**src/hw/pll_defs.svh**
```systemverilog
// Register map, field positions, reset values and timing counts for the lock-window block
// How it works
// - Two-bit timer speed field picks lock clock rate, 00 fastest, 11 slowest.
// - Three-bit divide code 0..7 gives 0.5 to 64 lock clock periods.
// - Window width spans the speed and divide table, short to long.
// - Window opens on whichever detector edge arrives first.
// - Cycle-slip guard boosts detector gain while unlocked and phase error passes chosen threshold.
// - Pump down gain sits at bits 6:0, up gain at bits 13:7.
// - Gain code 50 means 1 mA; current is linear in the code.
// - Bit 21 adds offset to up pump, bit 22 to down pump.
// - Offset magnitude bits 20:14, 0 to 635 uA in 5 uA steps.
// - Oscillator stays in its fundamental band; divider and doubler act after it.
// - One global enable bit gates all lock detection.
// - Window-source bit picks the timer window over the fixed one-shot window.
// - Lock rises after programmed run of in-window arrivals, drops on one miss.
// - Lock flag reads as bit 1 of the status register.
`ifndef PLL_DEFS_SVH
`define PLL_DEFS_SVH

// ************************************************************
// Register offsets (plain port, printed indices)
// ************************************************************
`define PLL_ADDR_W 5
`define PLL_OFS_LOCK_WINDOW_CONFIG 5'h07
`define PLL_OFS_PUMP_GAIN_OFFSET 5'h09
`define PLL_OFS_DETECTOR_FEATURES 5'h0b
`define PLL_OFS_OUTPUT_TUNING 5'h0d
`define PLL_OFS_LOCK_STATUS 5'h12

// ************************************************************
// Field positions
// ************************************************************
`define PLL_LW_WINCNT 2:0
`define PLL_LW_ENABLE 3
`define PLL_LW_DIGITAL 6
`define PLL_LW_DIVIDE 9:7
`define PLL_LW_SPEED 11:10
`define PLL_PG_DOWN 6:0
`define PLL_PG_UP 13:7
`define PLL_PG_OFS_MAG 20:14
`define PLL_PG_OFS_UP 21
`define PLL_PG_OFS_DOWN 22
`define PLL_DF_CSP 8:7
`define PLL_OT_DIVIDER 5:0
`define PLL_OT_DOUBLER 8
`define PLL_ST_LOCKED 1
`define PLL_ST_WINDOW 0

// ************************************************************
// Reset values
// ************************************************************
`define PLL_RST_LOCK_WINDOW_CONFIG 24'h000000
`define PLL_RST_PUMP_GAIN_OFFSET 24'h000000
`define PLL_RST_DETECTOR_FEATURES 24'h000000
`define PLL_RST_OUTPUT_TUNING 24'h000000

// ************************************************************
// Timing and scaling
// ************************************************************
`define PLL_CLK_MHZ 40
`define PLL_ANALOG_WIN_NS 10
`define PLL_ANALOG_RAW ((`PLL_ANALOG_WIN_NS * `PLL_CLK_MHZ) / 1000)
`define PLL_ANALOG_WIN_CYC ((`PLL_ANALOG_RAW < 1) ? 1 : `PLL_ANALOG_RAW)
`define PLL_LOCK_BASE 32
`define PLL_CSP_BASE 2
`define PLL_GAIN_UA_PER_CODE 20
`define PLL_OFS_UA_PER_CODE 5
`define PLL_DIV_MIN 2
`define PLL_DIV_MAX 62

`endif

```
**src/hw/pll_pkg.sv**
```systemverilog
// Types shared by the lock-window block
package pll_pkg;
  typedef enum logic [1:0] {PLL_IDLE, PLL_OPEN, PLL_LATE} pll_win_state_e;
  typedef logic [1:0] pll_speed_t;
  typedef logic [2:0] pll_code_t;
  typedef logic [23:0] pll_reg_t;
endpackage : pll_pkg

```
**src/hw/pll_ld_if.sv**
```systemverilog
// Window timer and lock counter hookup inside the block
`timescale 1ns/1ps
interface pll_ld_if;
  logic start;
  pll_pkg::pll_speed_t speed;
  pll_pkg::pll_code_t divide;
  logic digital;
  logic done;
  logic hit;
  logic miss;
  logic enable;
  pll_pkg::pll_code_t count_code;
  logic locked;
  modport tmr (input start, input speed, input divide, input digital, output done);
  modport tctl (output start, output speed, output divide, output digital, input done);
  modport cnt (input hit, input miss, input enable, input count_code, output locked);
  modport cctl (output hit, output miss, output enable, output count_code, input locked);
endinterface : pll_ld_if

```
**src/hw/pll_window_timer.sv**
```systemverilog
// Lock-detect window timer: digital timer or fixed one-shot
`include "pll_defs.svh"
`timescale 1ns/1ps
module pll_window_timer (
  input wire logic clk,
  input wire logic reset_n,
  input wire logic ce,
  pll_ld_if.tmr ld
);
  logic running;
  logic [2:0] presc;
  logic [7:0] halves;
  logic [7:0] target;
  logic [2:0] presc_top;
  logic digital_q;
  logic [15:0] chk_cyc;
  logic [15:0] chk_exp;

  // ************************************************************
  // Timer
  // ************************************************************
  // speed sets prescaler
  always_ff @(posedge clk) begin
    if (!reset_n) begin
      running <= 1'b0;
      presc <= 3'h0;
      halves <= 8'h00;
      target <= 8'h00;
      presc_top <= 3'h0;
      digital_q <= 1'b0;
      ld.done <= 1'b0;
    end else if (ce) begin
      ld.done <= 1'b0;
      if (ld.start) begin
        running <= 1'b1;
        presc <= 3'h0;
        halves <= 8'h00;
        digital_q <= ld.digital;
        presc_top <= {1'b0, ld.speed};
        target <= 8'h01 << ld.divide;
      end else if (running) begin
        if (!digital_q) begin
          presc <= 3'(presc + 3'h1);
          if (32'(presc) + 1 >= `PLL_ANALOG_WIN_CYC) begin
            running <= 1'b0;
            ld.done <= 1'b1;
          end
        end else if (presc == presc_top) begin
          presc <= 3'h0;
          halves <= 8'(halves + 8'h01);
          if (8'(halves + 8'h01) == target) begin
            running <= 1'b0;
            ld.done <= 1'b1;
          end
        end else begin
          presc <= 3'(presc + 3'h1);
        end
      end
    end
  end

  // ************************************************************
  // Checks
  // ************************************************************
  always_ff @(posedge clk) begin
    if (!reset_n) begin
      chk_cyc <= 16'h0000;
      chk_exp <= 16'h0000;
    end else if (ce) begin
      if (ld.start) begin
        chk_cyc <= 16'h0001;
        chk_exp <= ld.digital ? 16'((16'(ld.speed) + 16'h0001) << ld.divide) : 16'(`PLL_ANALOG_WIN_CYC);
      end else if (running) begin
        chk_cyc <= 16'(chk_cyc + 16'h0001);
      end
    end
  end
endmodule : pll_window_timer

```
**src/hw/pll_lock_count.sv**
```systemverilog
// Consecutive in-window counter and lock flag
`include "pll_defs.svh"
`timescale 1ns/1ps
module pll_lock_count #(
  parameter int LOCK_BASE = `PLL_LOCK_BASE
) (
  input wire logic clk,
  input wire logic reset_n,
  input wire logic ce,
  pll_ld_if.cnt ld
);
  logic [15:0] run;
  logic [15:0] need;

  assign need = 16'(LOCK_BASE << ld.count_code);

  // ************************************************************
  // Lock declaration
  // ************************************************************
  always_ff @(posedge clk) begin
    if (!reset_n) begin
      run <= 16'h0000;
      ld.locked <= 1'b0;
    end else if (ce) begin
      if (!ld.enable) begin
        run <= 16'h0000;
        ld.locked <= 1'b0;
      end else if (ld.miss) begin
        run <= 16'h0000;
        ld.locked <= 1'b0;
      end else if (ld.hit && !ld.locked) begin
        if (16'(run + 16'h0001) >= need) begin
          ld.locked <= 1'b1;
        end
        run <= 16'(run + 16'h0001);
      end
    end
  end
endmodule : pll_lock_count

```
**src/hw/pll_lock_ctrl.sv**
```systemverilog
// Lock-window detector, cycle-slip guard, pump settings and register port
//
// The plain strobed port was decided locally.
`include "pll_defs.svh"
`timescale 1ns/1ps
module pll_lock_ctrl (
  input wire logic clk,
  input wire logic reset_n,
  input wire logic ce,
  input wire logic [`PLL_ADDR_W-1:0] addr,
  input wire logic [23:0] wdata,
  input wire logic wr,
  input wire logic rd,
  output logic [23:0] rdata,
  input wire logic ref_edge_in,
  input wire logic vco_edge_in,
  output logic lock_detect,
  output logic cycle_slip_guard,
  output logic [6:0] pump_down_gain,
  output logic [6:0] pump_up_gain,
  output logic [11:0] pump_down_ua,
  output logic [11:0] pump_up_ua,
  output logic [9:0] offset_ua,
  output logic offset_up_en,
  output logic offset_down_en,
  output logic [5:0] output_divider_select,
  output logic doubler_control
);
  pll_pkg::pll_reg_t lock_window_config;
  pll_pkg::pll_reg_t pump_gain_offset;
  pll_pkg::pll_reg_t detector_features;
  pll_pkg::pll_reg_t output_tuning;
  pll_pkg::pll_win_state_e state;
  logic [2:0] ref_sync;
  logic [2:0] vco_sync;
  logic ref_e;
  logic vco_e;
  logic first_ref;
  logic other_e;
  logic [7:0] sep;
  logic ld_en;
  logic start;
  logic hit;
  logic miss;

  pll_ld_if ld ();

  function automatic logic [7:0] csp_limit(input logic [1:0] code);
    csp_limit = 8'(`PLL_CSP_BASE << code);
  endfunction : csp_limit

  function automatic logic div_ok(input logic [5:0] v);
    div_ok = !v[0] && v >= 6'(`PLL_DIV_MIN) && v <= 6'(`PLL_DIV_MAX);
  endfunction : div_ok

  // ************************************************************
  // Register port
  // ************************************************************
  always_ff @(posedge clk) begin
    if (!reset_n) begin
      lock_window_config <= `PLL_RST_LOCK_WINDOW_CONFIG;
      pump_gain_offset <= `PLL_RST_PUMP_GAIN_OFFSET;
      detector_features <= `PLL_RST_DETECTOR_FEATURES;
      output_tuning <= `PLL_RST_OUTPUT_TUNING;
    end else if (ce && wr) begin
      case (addr)
        `PLL_OFS_LOCK_WINDOW_CONFIG: lock_window_config <= wdata;
        `PLL_OFS_PUMP_GAIN_OFFSET: pump_gain_offset <= wdata;
        `PLL_OFS_DETECTOR_FEATURES: detector_features <= wdata;
        `PLL_OFS_OUTPUT_TUNING: output_tuning <= wdata;
        default: ;
      endcase
    end
  end

  always_ff @(posedge clk) begin
    if (!reset_n) begin
      rdata <= 24'h000000;
    end else if (ce) begin
      rdata <= 24'h000000;
      if (rd) begin
        case (addr)
          `PLL_OFS_LOCK_WINDOW_CONFIG: rdata <= lock_window_config;
          `PLL_OFS_PUMP_GAIN_OFFSET: rdata <= pump_gain_offset;
          `PLL_OFS_DETECTOR_FEATURES: rdata <= detector_features;
          `PLL_OFS_OUTPUT_TUNING: rdata <= output_tuning;
          `PLL_OFS_LOCK_STATUS: begin
            rdata[`PLL_ST_LOCKED] <= ld.locked;
            rdata[`PLL_ST_WINDOW] <= state == pll_pkg::PLL_OPEN;
          end
          default: rdata <= 24'h000000;
        endcase
      end
    end
  end

  // ************************************************************
  // Edge inputs
  // ************************************************************
  always_ff @(posedge clk) begin
    if (!reset_n) begin
      ref_sync <= 3'h0;
      vco_sync <= 3'h0;
    end else if (ce) begin
      ref_sync <= {ref_sync[1:0], ref_edge_in};
      vco_sync <= {vco_sync[1:0], vco_edge_in};
    end
  end

  assign ref_e = ref_sync[1] && !ref_sync[2];
  assign vco_e = vco_sync[1] && !vco_sync[2];
  assign other_e = first_ref ? vco_e : ref_e;
  assign ld_en = lock_window_config[`PLL_LW_ENABLE];

  // ************************************************************
  // Window state machine
  // ************************************************************
  // open on first edge
  assign start = ld_en && state == pll_pkg::PLL_IDLE && (ref_e ^ vco_e);
  assign hit = ld_en && ((state == pll_pkg::PLL_IDLE && ref_e && vco_e) || (state == pll_pkg::PLL_OPEN && other_e));
  assign miss = ld_en && state == pll_pkg::PLL_OPEN && !other_e && ld.done;

  always_ff @(posedge clk) begin
    if (!reset_n) begin
      state <= pll_pkg::PLL_IDLE;
      first_ref <= 1'b0;
    end else if (ce) begin
      if (!ld_en) begin
        state <= pll_pkg::PLL_IDLE;
      end else begin
        case (state)
          pll_pkg::PLL_IDLE: begin
            if (start) begin
              state <= pll_pkg::PLL_OPEN;
              first_ref <= ref_e;
            end
          end
          pll_pkg::PLL_OPEN: begin
            if (other_e) begin
              state <= pll_pkg::PLL_IDLE;
            end else if (ld.done) begin
              state <= pll_pkg::PLL_LATE;
            end
          end
          pll_pkg::PLL_LATE: begin
            if (other_e) begin
              state <= pll_pkg::PLL_IDLE;
            end
          end
          default: state <= pll_pkg::PLL_IDLE;
        endcase
      end
    end
  end

  assign ld.start = start;
  assign ld.speed = lock_window_config[`PLL_LW_SPEED];
  assign ld.divide = lock_window_config[`PLL_LW_DIVIDE];
  assign ld.digital = lock_window_config[`PLL_LW_DIGITAL];
  assign ld.hit = hit;
  assign ld.miss = miss;
  assign ld.enable = ld_en;
  assign ld.count_code = lock_window_config[`PLL_LW_WINCNT];

  pll_window_timer u_timer (
    .clk(clk),
    .reset_n(reset_n),
    .ce(ce),
    .ld(ld)
  );

  pll_lock_count u_count (
    .clk(clk),
    .reset_n(reset_n),
    .ce(ce),
    .ld(ld)
  );

  // ************************************************************
  // Cycle-slip guard
  // ************************************************************
  always_ff @(posedge clk) begin
    if (!reset_n) begin
      sep <= 8'h00;
    end else if (ce) begin
      if (state == pll_pkg::PLL_IDLE || other_e) begin
        sep <= 8'h00;
      end else if (sep != 8'hff) begin
        sep <= 8'(sep + 8'h01);
      end
    end
  end

  always_ff @(posedge clk) begin
    if (!reset_n) begin
      cycle_slip_guard <= 1'b0;
    end else if (ce) begin
      cycle_slip_guard <= !ld.locked && state != pll_pkg::PLL_IDLE && !other_e
        && sep >= csp_limit(detector_features[`PLL_DF_CSP]);
    end
  end

  // ************************************************************
  // Pump and output settings
  // ************************************************************
  always_ff @(posedge clk) begin
    if (!reset_n) begin
      lock_detect <= 1'b0;
      pump_down_gain <= 7'h00;
      pump_up_gain <= 7'h00;
      pump_down_ua <= 12'h000;
      pump_up_ua <= 12'h000;
      offset_ua <= 10'h000;
      offset_up_en <= 1'b0;
      offset_down_en <= 1'b0;
      output_divider_select <= 6'h00;
      doubler_control <= 1'b0;
    end else if (ce) begin
      lock_detect <= ld.locked;
      pump_down_gain <= pump_gain_offset[`PLL_PG_DOWN];
      pump_up_gain <= pump_gain_offset[`PLL_PG_UP];
      pump_down_ua <= 12'(pump_gain_offset[`PLL_PG_DOWN] * `PLL_GAIN_UA_PER_CODE);
      pump_up_ua <= 12'(pump_gain_offset[`PLL_PG_UP] * `PLL_GAIN_UA_PER_CODE);
      offset_ua <= 10'(pump_gain_offset[`PLL_PG_OFS_MAG] * `PLL_OFS_UA_PER_CODE);
      offset_up_en <= pump_gain_offset[`PLL_PG_OFS_UP];
      offset_down_en <= pump_gain_offset[`PLL_PG_OFS_DOWN];
      output_divider_select <= div_ok(output_tuning[`PLL_OT_DIVIDER]) ? output_tuning[`PLL_OT_DIVIDER] : 6'h01;
      doubler_control <= output_tuning[`PLL_OT_DOUBLER];
    end
  end
endmodule : pll_lock_ctrl

```
**config.mk**
```make
export PLATFORM = sky130hd
export DESIGN_NAME = pll_lock_ctrl
export DESIGN_NICKNAME = d
export VERILOG_FILES = /design/src/hw/pll_pkg.sv /design/src/hw/pll_ld_if.sv /design/src/hw/pll_window_timer.sv /design/src/hw/pll_lock_count.sv /design/src/hw/pll_lock_ctrl.sv
export VERILOG_INCLUDE_DIRS = /design/src /design/src/hw
export SDC_FILE = /design/constraint.sdc
export NUM_CORES = 1
export LEC_CHECK = 0
export BUFFER_PORTS_ARGS = -buffer_cell sky130_fd_sc_hd__buf_2
export CORE_ASPECT_RATIO = 1.75
export CORE_MARGIN = 2
export CORE_UTILIZATION = 45
export CTS_CLUSTER_DIAMETER = 40
export CTS_CLUSTER_SIZE = 10
export DETAILED_ROUTE_END_ITERATION = 10
export HOLD_SLACK_MARGIN = 0.15
export PLACE_DENSITY = 0.74
export REMOVE_ABC_BUFFERS = 1
export SYNTH_ARGS = -nofsm -noshare
export SYNTH_HDL_FRONTEND = slang
export SYNTH_SLANG_ARGS = --single-unit
```
**constraint.sdc**
```tcl
create_clock -name clk -period 3.4 [get_ports clk]
set_clock_uncertainty 0.05 [all_clocks]
set_input_delay 0 -clock clk [delete_from_list [all_inputs] [get_ports clk]]
set_output_delay 0 -clock clk [all_outputs]
set_load 0.01 [all_outputs]
```
# After elaboration in Yosys (flattened, before gate mapping)
# Index checks and enable logic that the tools add are counted.
[totals] regBits=233 out_inout_bits=83 inputBits=36
[classes] n_reduce_logical=43 mux=40 shifts=3 addsub=5 bitwise_logic=1 eq_ne=15 order_cmp=5 mul=3
[ops] cell="case mux 22 bit (4 select lines)" n=1
[ops] cell="two-way mux 16 bit" n=3
[ops] cell="two-way mux 8 bit" n=6
[ops] cell=">= comparator 32 x 1 -> 1 bit, second input constant" n=1
[ops] cell="multiplier 7 x 3 -> 10 bit, second input constant" n=3
[ops] cell="two-way mux 24 bit" n=1
[ops] cell="logical AND 1 bit" n=18
[ops] cell="two-way mux 1 bit" n=17
[ops] cell="adder 16 x 1 -> 16 bit, second input constant" n=1
[ops] cell="adder 8 x 1 -> 8 bit, second input constant" n=2
[ops] cell=">= comparator 16 bit" n=1
[ops] cell="AND reduction 2 bit" n=8
[ops] cell="<< shifter 6 x 3 -> 16 bit, first input constant" n=1
[ops] cell="equality test 5 x 4 -> 1 bit, second input constant" n=3
[ops] cell="two-way mux 3 bit" n=4
[ops] cell="AND reduction 4 bit" n=3
[ops] cell="two-way mux 2 bit" n=5
[ops] cell="case mux 2 bit (5 select lines)" n=1
[ops] cell="nonzero test 2 bit" n=5
[ops] cell="equality test 8 bit" n=1
[ops] cell=">= comparator 8 bit" n=1
[ops] cell="!= test 8 bit, second input constant" n=1
[ops] cell="<< shifter 1 x 3 -> 8 bit, first input constant" n=1
[ops] cell="<< shifter 2 x 2 -> 8 bit, first input constant" n=1
[ops] cell="other kinds (19)" n=26

# Longest topological paths before layout
[logic_depth] depth_word=10 ltp_mapped=12

# Modules after synthesis
# A second synthesis with hierarchy kept.
[unflattened] hier_cells=1249 hier_area_um2=11224.5
[modules_own_cells] mod="pll_lock_ctrl" n_inst=1 area_each_um2=8653.3 cells_per_inst=939
[modules_own_cells] mod="pll_window_timer" n_inst=1 area_each_um2=1338.8 cells_per_inst=160
[modules_own_cells] mod="pll_lock_count" n_inst=1 area_each_um2=1232.4 cells_per_inst=150

# Worst setup path after synthesis
# Ideal clock, no wire load.
[synth_timing] path_kind="flip-flop to flip-flop" startpoint="register u_count.run[0]" endpoint="register u_count.ld.locked" slack_ns=1.102 required_time_ns=3.220 path_buffers=1 setup_ns=0.130 path_stages_with_launch=13 t_arrival_ns=2.118 synth_period_minus_slack_ns=2.298 path_cell_list="dfxtp_1 -> ha_1 -> and3_1 -> and4_1 -> clkbuf_1 -> nand4_1 -> xnor2_1 -> ha_1 -> a21o_1 -> a21oi_1 -> o21ai_0 -> nand2_1 -> a21oi_1"
[synth_via] elab_chain_cells=4
[synth_lines] element="from (decl)" line="pll_lock_count.sv:12" source="logic [15:0] run;"
[synth_lines] element="from (signal assigned)" line="pll_lock_count.sv:35" source="run <= 16'(run + 16'h0001);"
[synth_lines] element="adder 16 x 1 -> 16 bit" line="pll_lock_count.sv:32" source="if (16'(run + 16'h0001) >= need) begin"
[synth_lines] element=">= comparator 16 bit" line="pll_lock_count.sv:32"
[synth_lines] element="!= test 3 x 1 -> 1 bit (no line)"
[synth_lines] element="AND reduction 3 bit (no line)"
[synth_lines] element="to (signal assigned)" line="pll_lock_count.sv:27" source="ld.locked <= 1'b0;"
[synth_lines] element="to (signal assigned)" line="pll_lock_count.sv:30" source="ld.locked <= 1'b0;"
[synth_lines] element="to (signal assigned)" line="pll_lock_count.sv:33" source="ld.locked <= 1'b1;"
[synth_lines] element="to (decl)" line="pll_ld_if.sv:16" source="modport cnt (input hit, input miss, input enable, input count_code, output locked);"
# No other way between the ends.
# A chain may end at the register's enable or synchronous reset.

# Worst setup path after layout
# Ends and elaborated chain as after synthesis.

==> out/qor.csv <==
metric,value,unit
status,"finished, final reports clean",
report.final.slew_viol_count,0,
yosysWarnings,0,
drive_gt1_share,13.3,%
place_congestion,0.889,
yosys-top-cells-area,"dfxtp_1 43%, nand2_1 9.4%, a21oi_1 6.5%",
utilization,53.6,%
io-pin-count,119,
met2_wirelength,15200,um
synth_edf_count,0,
synthFlopType,dfxtp_1,
nets,1473,
cts.sinks,229,
hpwlAfterDp,19400,um
maxCapViolations,0,
cp.arrival,2750,ps
critPathBufInv,0,
crit_path_max_fanout,5,
async_flop_share,0,%
finalCritPeriodShare,70.3,%
ys_seq_area_share,43.1,%
dr_wl_met3,1480,um
cts_root_buf,clkbuf_16,
core-area,0.0233,sq mm
slowest_delay,370,ps
place_worst_setup_slack,1020,ps
syn_area,0.0106,sq mm
setup_tns,0,ps
criticalPathCategory,flop to flop,
crit_required,3760,ps
clock_path_buffers,3,
drtPass1Iterations,7,
leakage,5.27,nW
placed_cells,1629,
synth_cell_type_count,66,
overflow,0,
io_buffers,114,
die_h,207,um
crit_chain,"ha_1, and3_1, and4_1, nand4_1, xnor2_1, ha_1, a21o_1, a21oi_1, o21ai_0, nand2_1, a21oi_1",
grt_pass1_vias,9421,
finalHoldViolCount,0,
setup_viol,0,
clk_pin_slew,60,ps
drt_iter0_markers,681,
yosys_register_bits,229,
synth_top_area_share,43.1,%
die_w,120,um
drc,0,
worstMarginPinSlew,1100,ps
ant_nets,0,
numCtsBuffers,28,
crit_path_start_kind,flop,
critPathCaptureType,flop,
syn_to_final_growth,17.5,%
wire_per_inst,16.9,um
initial_core_util,45.6,%
grt_pass1_wl,46400,um
synth_area_leader_cell,dfxtp_1,
crit_slowest_cell,dfxtp_1,
fin_cells,1699,
wl_met1,11000,um
track_usage,22.6,%
vias_per_cell,5.63,
dieArea,0.0250,sq mm
via_count,9562,
p_total,5.63,mW
fmax,418,MHz
post_cts_resized,0,
cp_top_family,simple AND/OR/NAND/NOR gates,
cts_tree,done,
pwr_density_cell,450,mW/mm^2
top_layer_used,met4,
rsz0062_at_grt,false,
avgSynthCellArea,8.34,sq um
grt_max_degree,93,
ir_worst_vdd,0.435,mV
period_needed,2390,ps
worst_hold_path_type,input pin to flop,
wl,28700,um
clock_latency,540,ps
rows,74,
max-slew-margin-rel,26.5,%
n_fill_cell,2233,
setup_slack,1010,ps
syn_inst,1276,
htreeDepth,1,
antenna_found_initial,1,
[metrics by stage]
stage	hold WS, ps	area (sq um)
CTS	157	12500
global route	218	12500
global placement	190	11400
floorplan	45.6	10200
finish	173	12500
detailed placement	214	11400
[per-layer routing]
layer  global-route usage [%]  vias to the layer above
li1                         -                     4642
met1                     25.5                     4551
met2                     41.8                      294
met3                     2.47                       75
met4                     10.2                        0
met5                        0                        -
[synthesized netlist by cell type (all sizes together), types with 11 or more instances]
library cell	n
a21o	11
a21oi	139
a22oi	81
and3	16
buf	35
clkbuf	56
dfxtp	229
ha	47
inv	15
mux2i	42
nand2	266
nand3	22
nor2	120
nor2b	13
nor3	14
o21ai	24
xnor2	22
xor2	12
[layout make-up]
cell class | count | area (sq um) | area share [%]
Antenna cell | 1 | 2.50 | 0.0200
Clock buffer | 34 | 754 | 6.03
Clock inverter | 3 | 43.8 | 0.350
Inverter | 15 | 61.3 | 0.490
Multi-Input combinational cell | 944 | 5610 | 44.9
Sequential cell | 229 | 4580 | 36.7
Tap cell | 304 | 380 | 3.04
Timing Repair Buffer | 169 | 1070 | 8.53
[final timing paths]
kind,from,endpoint,slack (ps),depth (start not counted)
hold / removal,addr[4],rdata[16]$_SDFFE_PN0P_,170,6
hold reg to reg,output_tuning[20]$_SDFFE_PN0P_,output_tuning[20]$_SDFFE_PN0P_,400,2
setup / recovery,u_count.run[0]$_SDFFE_PN0P_,u_count.ld.locked$_SDFFE_PN0P_,1010,11
setup reg to reg,u_count.run[0]$_SDFFE_PN0P_,u_count.ld.locked$_SDFFE_PN0P_,1010,11
[cell usage in the layout, fill, tap and decap left out, drive strengths merged, types with 14 or more instances in the layout]
cell,instances
a21oi,139
a22oi,81
and3,16
buf,137
clkbuf,34
dfxtp,229
dlygate4sd3,32
ha,47
inv,16
mux2i,42
nand2,266
nand3,22
nor2,120
nor3,14
o21ai,24
xnor2,22
[power by group]
group | switching (mW) | internal [mW]
Combinational | 0.154 | 0.0787
Clock | 1.09 | 1.61
Sequential | 0.00835 | 2.70
Total | 1.25 | 4.38
[sequential cells by signal (all words and copies together), names as in the netlist, 7 cells and up]
| signal | flops |
|---|---|
| detector_features | 24 |
| lock_window_config | 24 |
| output_tuning | 24 |
| pump_gain_offset | 24 |
| rdata | 24 |
| u_count.run | 16 |
| offset_ua | 10 |
| pump_down_ua | 8 |
| pump_up_ua | 8 |
| sep | 8 |
| u_timer.halves | 8 |
| u_timer.target | 8 |
| pump_down_gain | 7 |
| pump_up_gain | 7 |
[timing repair]
action,in CTS,in global routing
hold buffers,32,0
endpoints found under the hold margin,141,0
buffers inserted,0,0
[worst register-to-register path, cell delays in order, from the launching register on]
cell	delay, ps
dfxtp_1	370
ha_1	180
and3_1	210
and4_1	310
nand4_1	140
xnor2_1	220
ha_1	280
a21o_1	180
a21oi_1	120
o21ai_0	90
nand2_1	70
a21oi_1	50
[cell families (layout without fill, tap and decap cells)]
| family | after synthesis | in the layout | synth area share (%) |
|---|---|---|---|
| AOI/OAI and AO/OA | 303 | 303 | 18.0 |
| xor gates and xnor gates | 34 | 34 | 2.80 |
| adders and majority gates | 50 | 50 | 6.09 |
| buffers and inverters | 106 | 221 | 4.40 |
| DFF | 229 | 229 | 43.1 |
| muxes | 43 | 43 | 4.05 |
| other | 1 | 5 | 0.0352 |
| and+or+nand+nor | 510 | 510 | 21.6 |
Power figures use the tool's default switching activity.
